## config.mk

```make
export PLATFORM = sky130hd
export DESIGN_NAME = lsau_unit
export DESIGN_NICKNAME = d
export VERILOG_FILES = /design/src/lsau_pkg.sv /design/src/lsau_ext_if.sv /design/src/lsau_extend.sv /design/src/lsau_unit.sv
export SDC_FILE = /design/constraint.sdc
export NUM_CORES = 1
export LEC_CHECK = 0
export BUFFER_PORTS_ARGS = -buffer_cell sky130_fd_sc_hd__buf_2
export CAP_MARGIN = 30
export CORE_UTILIZATION = 40
export CTS_BUF_LIST = sky130_fd_sc_hd__clkbuf_2 sky130_fd_sc_hd__clkbuf_4 sky130_fd_sc_hd__clkbuf_8
export DETAILED_ROUTE_END_ITERATION = 10
export SLEW_MARGIN = 5
export SYNTH_ARGS = -nofsm -noshare
export SYNTH_HDL_FRONTEND = slang
export SYNTH_SLANG_ARGS = --single-unit
```

## constraint.sdc

```tcl
create_clock -name clk -period 6.8 [get_ports clk]
set_input_delay 0.68 -clock clk [delete_from_list [all_inputs] [get_ports clk]]
set_output_delay 0.68 -clock clk [all_outputs]
set_load 0.03 [all_outputs]
```

## src/lsau_pkg.sv

```systemverilog
// Contract
// - Register offset address is base plus shifted offset.
// - Extend byte and halfword loads by signedness.
// - Word load to pointer branches with bit zero cleared.
// - No load or store alters the condition flags.
// - Unprivileged form adds small immediate, access unprivileged.
// - Unprivileged software sees ordinary immediate behaviour.
// - Pointer relative load reads instruction address plus offset.
// - Multiple transfers move words, ascending or descending.
// - Ascending mode lowest register at lowest address.
// - Ascending writeback is base plus four times count-minus-one.
// - Descending mode highest register at highest address.
// - Descending writeback is base minus four times count.
// - Stack style names map onto the two modes.
// - Multiple load with pointer branches to even address.
// - Writeback only when requested, after all transfers.
package lsau_pkg;

  localparam logic [31:0] WORD_STEP   = 32'h0000_0004;
  localparam logic [31:0] BRANCH_MASK = 32'hffff_fffe;
  localparam logic [3:0]  PTR_IDX     = 4'hf;
  localparam logic [1:0]  MEM_BYTE    = 2'h0;
  localparam logic [1:0]  MEM_HALF    = 2'h1;
  localparam logic [1:0]  MEM_WORD    = 2'h2;

  typedef enum logic [2:0] {
    SZ_WORD, SZ_UBYTE, SZ_SBYTE, SZ_UHALF, SZ_SHALF
  } lsau_size_t;

  typedef enum logic [1:0] {
    FORM_REG_OFS, FORM_UNPRIV, FORM_PC_REL, FORM_MULTI
  } lsau_form_t;

  typedef enum logic [3:0] {
    load_multiple_op, load_multi_inc_after, load_multi_full_desc,
    load_multi_dec_before, load_multi_empty_asc,
    store_multiple_op, store_multi_inc_after, store_multi_empty_asc,
    store_multi_dec_before, store_multi_full_desc
  } lsau_multi_t;

  typedef enum logic [2:0] {
    ST_IDLE  = 3'b000,
    ST_SEL   = 3'b001,
    ST_ISSUE = 3'b011,
    ST_ACC   = 3'b010,
    ST_DONE  = 3'b110
  } lsau_state_t;

endpackage : lsau_pkg

```

## src/lsau_ext_if.sv

```systemverilog
`timescale 1ns/1ps
interface lsau_ext_if;
  lsau_pkg::lsau_size_t size;
  logic [31:0]          raw;
  logic [31:0]          result;
  modport producer (output size, output raw, input result);
  modport extender (input size, input raw, output result);
endinterface : lsau_ext_if

```

## src/lsau_extend.sv

```systemverilog
`timescale 1ns/1ps
module lsau_extend (
  lsau_ext_if.extender ext
);

  always_comb
  begin
    unique case (ext.size)
      lsau_pkg::SZ_UBYTE: ext.result = {24'h0, ext.raw[7:0]};
      lsau_pkg::SZ_SBYTE: ext.result = {{24{ext.raw[7]}}, ext.raw[7:0]};
      lsau_pkg::SZ_UHALF: ext.result = {16'h0, ext.raw[15:0]};
      lsau_pkg::SZ_SHALF: ext.result = {{16{ext.raw[15]}}, ext.raw[15:0]};
      default:            ext.result = ext.raw;
    endcase
  end

endmodule : lsau_extend

```

## src/lsau_unit.sv

```systemverilog
`timescale 1ns/1ps
module lsau_unit (
  input  wire logic                        clk,
  input  wire logic                        srst,
  input  wire logic                        cmdValid,
  input  wire lsau_pkg::lsau_form_t        cmdForm,
  input  wire logic                        cmdLoad,
  input  wire lsau_pkg::lsau_size_t        cmdSize,
  input  wire logic                        cmdDual,
  input  wire lsau_pkg::lsau_multi_t       cmdMultiName,
  input  wire logic                        cmdWriteback,
  input  wire logic                        cmdCondPass,
  input  wire logic                        cmdPrivileged,
  input  wire logic [31:0]                 cmdBase,
  input  wire logic [31:0]                 cmdOffset,
  input  wire logic [1:0]                  cmdShift,
  input  wire logic [12:0]                 cmdImm,
  input  wire logic [31:0]                 cmdPc,
  input  wire logic [31:0]                 cmdStoreData,
  input  wire logic [31:0]                 cmdStoreData2,
  input  wire logic [3:0]                  cmdRt,
  input  wire logic [3:0]                  cmdRt2,
  input  wire logic [3:0]                  cmdRn,
  input  wire logic [15:0]                 cmdList,
  output logic                             cmdReady,
  output logic                             cmdDone,
  output logic [3:0]                       regRdIdx,
  input  wire logic [31:0]                 regRdData,
  output logic                             memReq,
  output logic                             memWe,
  output logic [31:0]                      memAddr,
  output logic [31:0]                      memWdata,
  output logic [1:0]                       memSize,
  output logic                             memUnpriv,
  input  wire logic                        memAck,
  input  wire logic [31:0]                 memRdata,
  output logic                             rfWe,
  output logic [3:0]                       rfIdx,
  output logic [31:0]                      rfData,
  output logic                             brValid,
  output logic [31:0]                      brTarget,
  output logic                             flagWe
);

  // Returns 1 in bit 1 when the name is a load and 1 in bit 0 for descending order.
  function automatic logic [1:0] multi_decode(input lsau_pkg::lsau_multi_t name);
    unique case (name)
      lsau_pkg::load_multiple_op, lsau_pkg::load_multi_inc_after,
      lsau_pkg::load_multi_full_desc:  multi_decode = 2'b10;
      lsau_pkg::load_multi_dec_before,
      lsau_pkg::load_multi_empty_asc:  multi_decode = 2'b11;
      lsau_pkg::store_multi_dec_before,
      lsau_pkg::store_multi_full_desc: multi_decode = 2'b01;
      default:                         multi_decode = 2'b00;
    endcase
  endfunction : multi_decode

  function automatic logic [4:0] count_regs(input logic [15:0] list);
    logic [4:0] n;
    n = 5'h0;
    for (int i = 0; i < 16; i++)
      n = n + {4'h0, list[i]};
    return n;
  endfunction : count_regs

  // Ascending order takes the lowest pending register, descending the highest.
  function automatic logic [3:0] pick_reg(input logic [15:0] list, input logic desc);
    logic [3:0] idx;
    idx = 4'h0;
    for (int i = 0; i < 16; i++)
      if (desc ? list[i] : list[15 - i])
        idx = desc ? 4'(i) : 4'(15 - i);
    return idx;
  endfunction : pick_reg

  function automatic logic [1:0] mem_size(input lsau_pkg::lsau_size_t sz);
    unique case (sz)
      lsau_pkg::SZ_UBYTE, lsau_pkg::SZ_SBYTE: mem_size = lsau_pkg::MEM_BYTE;
      lsau_pkg::SZ_UHALF, lsau_pkg::SZ_SHALF: mem_size = lsau_pkg::MEM_HALF;
      default:                                mem_size = lsau_pkg::MEM_WORD;
    endcase
  endfunction : mem_size

  lsau_pkg::lsau_state_t state;
  lsau_pkg::lsau_form_t  form;
  lsau_pkg::lsau_size_t  size;
  logic                  isLoad;
  logic                  isDual;
  logic                  desc;
  logic                  wb;
  logic                  unpriv;
  logic                  second;
  logic [31:0]           base;
  logic [31:0]           addr;
  logic [31:0]           storeData;
  logic [31:0]           storeData2;
  logic [3:0]            rt;
  logic [3:0]            rt2;
  logic [3:0]            rn;
  logic [3:0]            curIdx;
  logic [15:0]           pending;
  logic [4:0]            regCount;
  logic [31:0]           next_addr;
  logic [31:0]           wbValue;
  logic [1:0]            decoded;
  logic                  lastBeat;
  logic                  cmdDoneSkip;

  lsau_ext_if ext ();
  lsau_extend u_extend (.ext(ext));

  assign ext.raw  = memRdata;
  assign ext.size = (form == lsau_pkg::FORM_MULTI) ? lsau_pkg::SZ_WORD : size;
  assign decoded  = multi_decode(cmdMultiName);

  always_comb
  begin
    unique case (cmdForm)
      lsau_pkg::FORM_REG_OFS: next_addr = cmdBase + (cmdOffset << cmdShift);
      lsau_pkg::FORM_UNPRIV:  next_addr = cmdBase + {24'h0, cmdImm[7:0]};
      lsau_pkg::FORM_PC_REL:  next_addr = cmdPc + {{19{cmdImm[12]}}, cmdImm};
      default:                next_addr = decoded[0] ? cmdBase - lsau_pkg::WORD_STEP
                                                     : cmdBase;
    endcase
  end

  assign wbValue  = desc ? base - {25'h0, regCount, 2'h0}
                         : base + {25'h0, 5'(regCount - 5'h1), 2'h0};
  assign lastBeat = (form == lsau_pkg::FORM_MULTI) ? ((pending & ~(16'h1 << curIdx)) == 16'h0)
                                                   : !(isDual && !second);

  // Sequencing of a command through its accesses and final writeback.
  always_ff @(posedge clk)
  begin
    if (srst)
    begin
      state <= lsau_pkg::ST_IDLE;
    end
    else
    begin
      unique case (state)
        lsau_pkg::ST_IDLE:  if (cmdValid)
                            state <= cmdCondPass ? lsau_pkg::ST_SEL
                                                 : lsau_pkg::ST_DONE;
        lsau_pkg::ST_SEL:   state <= lsau_pkg::ST_ISSUE;
        lsau_pkg::ST_ISSUE: state <= lsau_pkg::ST_ACC;
        lsau_pkg::ST_ACC:   if (memAck)
                            state <= lastBeat ? lsau_pkg::ST_DONE : lsau_pkg::ST_SEL;
        default:            state <= lsau_pkg::ST_IDLE;
      endcase
    end
  end

  // Capture of the command operands.
  always_ff @(posedge clk)
  begin
    if (srst)
    begin
      form <= lsau_pkg::FORM_REG_OFS;
      size <= lsau_pkg::SZ_WORD;
      {isLoad, isDual, desc, wb, unpriv} <= 5'h0;
      {base, storeData, storeData2} <= 96'h0;
      {rt, rt2, rn} <= 12'h0;
      regCount <= 5'h0;
    end
    else if (state == lsau_pkg::ST_IDLE && cmdValid)
    begin
      form       <= cmdForm;
      size       <= cmdSize;
      isLoad     <= (cmdForm == lsau_pkg::FORM_MULTI) ? decoded[1] : cmdLoad;
      isDual     <= cmdDual && cmdForm == lsau_pkg::FORM_PC_REL;
      desc       <= decoded[0];
      wb         <= cmdWriteback && cmdForm == lsau_pkg::FORM_MULTI;
      unpriv     <= cmdForm == lsau_pkg::FORM_UNPRIV || !cmdPrivileged;
      base       <= cmdBase;
      storeData  <= cmdStoreData;
      storeData2 <= cmdStoreData2;
      rt         <= cmdRt;
      rt2        <= cmdRt2;
      rn         <= cmdRn;
      regCount   <= count_regs(cmdList);
    end
  end

  // Address walk and the set of registers still to move.
  always_ff @(posedge clk)
  begin
    if (srst)
    begin
      addr    <= 32'h0;
      pending <= 16'h0;
      second  <= 1'b0;
      curIdx  <= 4'h0;
    end
    else if (state == lsau_pkg::ST_IDLE && cmdValid)
    begin
      addr    <= next_addr;
      pending <= cmdList;
      second  <= 1'b0;
    end
    else if (state == lsau_pkg::ST_SEL)
    begin
      curIdx <= (form == lsau_pkg::FORM_MULTI) ? pick_reg(pending, desc)
                                               : (second ? rt2 : rt);
    end
    else if (state == lsau_pkg::ST_ACC && memAck)
    begin
      pending <= pending & ~(16'h1 << curIdx);
      second  <= 1'b1;
      addr    <= desc ? addr - lsau_pkg::WORD_STEP : addr + lsau_pkg::WORD_STEP;
    end
  end

  always_ff @(posedge clk)
  begin
    if (srst)
      regRdIdx <= 4'h0;
    else if (state == lsau_pkg::ST_SEL && form == lsau_pkg::FORM_MULTI)
      regRdIdx <= pick_reg(pending, desc);
  end

  // Memory request, held until the memory system acknowledges it.
  always_ff @(posedge clk)
  begin
    if (srst)
    begin
      memReq    <= 1'b0;
      memWe     <= 1'b0;
      memAddr   <= 32'h0;
      memWdata  <= 32'h0;
      memSize   <= lsau_pkg::MEM_WORD;
      memUnpriv <= 1'b0;
    end
    else if (state == lsau_pkg::ST_ISSUE)
    begin
      memReq    <= 1'b1;
      memWe     <= !isLoad;
      memAddr   <= addr;
      memWdata  <= (form == lsau_pkg::FORM_MULTI) ? regRdData : (second ? storeData2 : storeData);
      memSize   <= (form == lsau_pkg::FORM_MULTI) ? lsau_pkg::MEM_WORD : mem_size(size);
      memUnpriv <= unpriv;
    end
    else if (memAck)
    begin
      memReq <= 1'b0;
    end
  end

  // Register file and branch results; the base register only changes on writeback.
  always_ff @(posedge clk)
  begin
    if (srst)
    begin
      rfWe     <= 1'b0;
      rfIdx    <= 4'h0;
      rfData   <= 32'h0;
      brValid  <= 1'b0;
      brTarget <= 32'h0;
    end
    else
    begin
      rfWe    <= 1'b0;
      brValid <= 1'b0;
      if (state == lsau_pkg::ST_ACC && memAck && isLoad)
      begin
        if (curIdx == lsau_pkg::PTR_IDX)
        begin
          brValid  <= 1'b1;
          brTarget <= ext.result & lsau_pkg::BRANCH_MASK;
        end
        else
        begin
          rfWe   <= 1'b1;
          rfIdx  <= curIdx;
          rfData <= ext.result;
        end
      end
      else if (state == lsau_pkg::ST_DONE && wb && !cmdDoneSkip)
      begin
        rfWe   <= 1'b1;
        rfIdx  <= rn;
        rfData <= wbValue;
      end
    end
  end

  always_ff @(posedge clk)
  begin
    if (srst)
      cmdDoneSkip <= 1'b0;
    else if (state == lsau_pkg::ST_IDLE && cmdValid)
      cmdDoneSkip <= !cmdCondPass;
  end

  always_ff @(posedge clk)
  begin
    if (srst)
    begin
      cmdReady <= 1'b0;
      cmdDone  <= 1'b0;
      flagWe   <= 1'b0;
    end
    else
    begin
      cmdReady <= state == lsau_pkg::ST_DONE || (state == lsau_pkg::ST_IDLE && !cmdValid);
      cmdDone  <= state == lsau_pkg::ST_DONE;
      flagWe   <= 1'b0;
    end
  end
endmodule : lsau_unit

```

==> summary.txt <==
Outcome
  – Status: finished, final reports clean

Worst setup path
  – Crit path capture type: flip-flop
  – Reg-to-reg critical path startpoint: regCount[0]
  – CP bufs+invs: 2
  – Crit-path max FO: 8
  – Worst reg2reg endpoint: rfData[24]
  – Critical path cell sequence: inv_1 -> ha_1 -> or2_2 -> o22a_1 -> o31ai_1 -> buf_4 -> ha_1 -> o211a_1 -> or3_1 -> a41o_1 -> a41oi_1 -> o311ai_1 -> a31oi_1 -> a31oi_1 -> or4b_1 -> o211ai_1
  – CP max stage delay: 0.51 ns
  – Startpoint Class: flip-flop
  – WP data arrival: 5.31 ns
  – Reg2Reg Depth: 16
  – Slowest CP cell: or4b_1
  – R2R Setup Slk: 2.08 ns
  – Critical Path RT: 7.39 ns
  – CP top delay family: compound AO/OA/AOI/OAI gates
  – Kind of critical path: flip-flop to flip-flop

Synth
  – Distinct cells, synth: 89
  – Yosys warning count: 0
  – Synth Cell Area: 22100 um2
  – Asr flop ratio synth: 0%
  – Post-synth EDFFs: 0
  – #FFs+latches synth: 324
  – Sequential area share after synthesis: 29.4%
  – Largest area contributor in the netlist: dfxtp_1
  – Synth Area per Inst: 7.62 um2
  – Post-Syn Instances: 2894
  – Top area cells in the synthesized netlist: dfxtp_1 29%, nand2_1 9.1%, a21oi_1 8.9%, ha_1 7.3%, nor2_1 3.8%
  – Ys flop type: dfxtp_1
  – Yosys top cell area share: 29.4%

Timing
  – Worst slew pin tran: 0.981 ns
  – Final worst-path setup slack: 2.08 ns
  – Max-slew headroom: 34.3%
  – Count of final setup violators: 0
  – Clk_skew: 0.0322 ns
  – Clock period minus final worst setup slack: 4.72 ns
  – Max-slew violations: 0
  – Final Hold Viols: 0
  – RSZ-0062 raised after global routing: no
  – Total negative slack: 0 ns
  – Max Fclk: 212 MHz
  – Final period util: 69.5%

Pwr
  – IR Drop Worst-Case VDD: 132 uV
  – PwrDens: 246 nW/um2
  – Final Total Pwr: 6.40 mW
  – Pleak: 11.0 nW

Clock network
  – Clk root buf: clkbuf_8
  – Clk_lat worst skew: 0.67 ns
  – Cts bufs inserted: 56
  – CTS Sinks: 324
  – CTS H-Tree Depth: 2
  – Cts repair resizes: 0
  – Clk slew on worst S/H paths: 0.07 ns
  – Max Buffers Root-to-Sink: 3
  – # Post-CTS Setup Buffers: 0
  – CTS tree: built
  – CTS Hold Bufs: 0

Layout
  – Nets: 3663
  – Fin util: 48.1%
  – Fillers: 5492
  – Layout cell share with drive strength beyond 1: 19.4%
  – Area added between synthesis and finish: 18.2%

Floorplan
  – Die area: 56100 um2
  – Initial Utilization: 40.7%
  – I/O pin total: 431
  – Die height: 237 um
  – Rows: 85
  – Core region area: 54100 um2
  – Die Width: 237 um

Global routing
  – GR Overflow Total: 0
  – Routing usage on met1: 35.3%
  – Antenna violations before repair: 5
  – Largest net degree at the start of global routing: 111
  – Total track usage: 27.9%
  – Most Crowded Layer GR: met2
  – Met2 usage: 48.3%
  – Vias in the first global route: 22100
  – Global-route wire length before repair: 124000 um
  – GRT met3 Usage: 3.14%

Routing
  – Antenna Nets Post-Route: 0
  – DRT iter0 DRCs: 1644
  – Residual DRC count: 0
  – DR pass1 iterations: 6
  – Final WL: 80700 um
  – Detail-routed via count per cell: 5.79
  – Vias: 23100
  – Wire per inst: 20.2 um

Placed design
  – Pre-CTS setup slack: 1.62 ns
  – I/O Buffers: 428
  – Post-detail-place hpwl: 61700 um
  – RD Place Congestion: 0.964

Job
  – Max_cap viols: 0

Hold path
  – Hold-critical path endpoint: unpriv
  – Hold Startpoint: cmdPrivileged
  – Hold Crit Class: input port to flip-flop
  – Hold Path Stages: 2
## logic make-up (layout without fill, tap and decap cells)
logic type	after synthesis	count (layout)	share of synthesized area [%]
buffers and inverters	254	642	4.36
AOI/OAI and AO/OA	910	910	26.4
and+or+nand+nor	1069	1069	21.8
adders and majority gates	142	142	8.53
other	1	8	0.0170
DFF	324	324	29.4
xor gates and xnor gates	119	119	4.73
muxes	75	75	4.79
## synth_stat cells, types with 9 or more instances
library cell,count
a21o_1,38
clkbuf_1,163
inv_1,71
nor2b_1,42
nor4_1,17
nand3_1,34
and3_1,20
nor3_1,70
o221ai_1,10
a211o_1,9
o21a_1,17
o31ai_1,16
mux2i_1,47
o21ai_0,91
buf_1,14
fa_1,14
dfxtp_1,324
a311oi_1,18
a211oi_1,84
ha_1,128
nand4_1,11
and2_1,16
o22ai_1,11
o211ai_1,74
or3_1,20
or2_2,11
a21oi_1,394
nand2_1,532
nor2_1,223
xor2_1,45
xnor2_1,74
mux4_2,24
nand2b_1,25
a31oi_1,23
o21bai_1,14
o2111ai_1,10
## registers in the layout (all words and copies together), names as in the netlist, 2 cells and up
signal	count
rn	4
rt	4
rt2	4
pending	16
memSize	2
regCount	5
rfIdx	4
memAddr	32
rfData	32
storeData2	32
addr	32
regRdIdx	4
form	2
memWdata	32
size	3
brTarget	31
storeData	32
curIdx	4
state	3
base	32
## worst max path at each step
stage / startpoint / endpoint / slack, ns / depth (start not counted)
6_report: regCount[0] / rfData[24] / 2.08 / 16
4_1_cts: regCount[0] / rfData[24] / 1.63 / 15
2_1_floorplan: cmdShift[0] / addr[27] / 1.92 / 15
5_1_grt: regCount[0] / rfData[24] / 1.73 / 17
3_5_place_dp: regCount[0] / rfData[24] / 1.62 / 15
3_3_place_gp: regCount[0] / rfData[24] / 1.75 / 15
## per-layer routing
layer,part of all wire (%),up-vias
li1,-,11200
met1,43,11000
met2,49,792
met3,4.8,159
met4,3.7,0
met5,0,-
## worst register-to-register path, stage by stage (launching register included)
cell and delay (ns):
dfxtp_1 0.49, inv_1 0.08, ha_1 0.25, or2_2 0.30, o22a_1 0.20, o31ai_1 0.23, buf_4 0.21, ha_1 0.29
o211a_1 0.26, or3_1 0.37, a41o_1 0.30, a41oi_1 0.48, o311ai_1 0.22, a31oi_1 0.26, a31oi_1 0.13, or4b_1 0.51
o211ai_1 0.09
## cell usage in the layout, fill, tap and decap left out, types with 17 or more instances in the layout
cell / count
a211oi_1: 83
a21o_1: 38
a21oi_1: 393
a311oi_1: 18
a31oi_1: 23
and3_1: 20
buf_2: 429
buf_4: 31
clkbuf_4: 17
clkbuf_8: 74
dfxtp_1: 322
ha_1: 128
inv_1: 71
mux2i_1: 47
mux4_2: 24
nand2_1: 531
nand2b_1: 25
nand3_1: 34
nor2_1: 222
nor2b_1: 41
nor3_1: 69
nor4_1: 17
o211ai_1: 74
o21a_1: 17
o21ai_0: 91
or3_1: 19
xnor2_1: 74
xor2_1: 45
## per-stage QoR
step | cells | hold slack [ns] | cell area, um2
6_report | 3985 | 0.231 | 26100
5_1_grt | 3984 | 0.197 | 26100
4_1_cts | 3977 | 0.179 | 26000
3_5_place_dp | 3872 | 0.443 | 24700
3_3_place_gp | 3870 | 0.439 | 24700
2_1_floorplan | 2895 | 0.427 | 22100
## area by class of cell
cell class	count	area, um2	share of cell area [%]
antenna	6	15.0	0.0576
clock buffer	91	1150	4.40
clock inverter	14	165	0.634
inverter	74	278	1.07
multi-input combinational	2317	14700	56.2
sequential	324	6490	24.9
tap	696	871	3.34
timing repair buffer	463	2450	9.40
## report_power, final
part,internal [mW],switching [mW]
Combinational,0.845,1.33
Sequential,2.03,0.140
Clock,1.19,0.870
(Power assumes the default switching activity.)
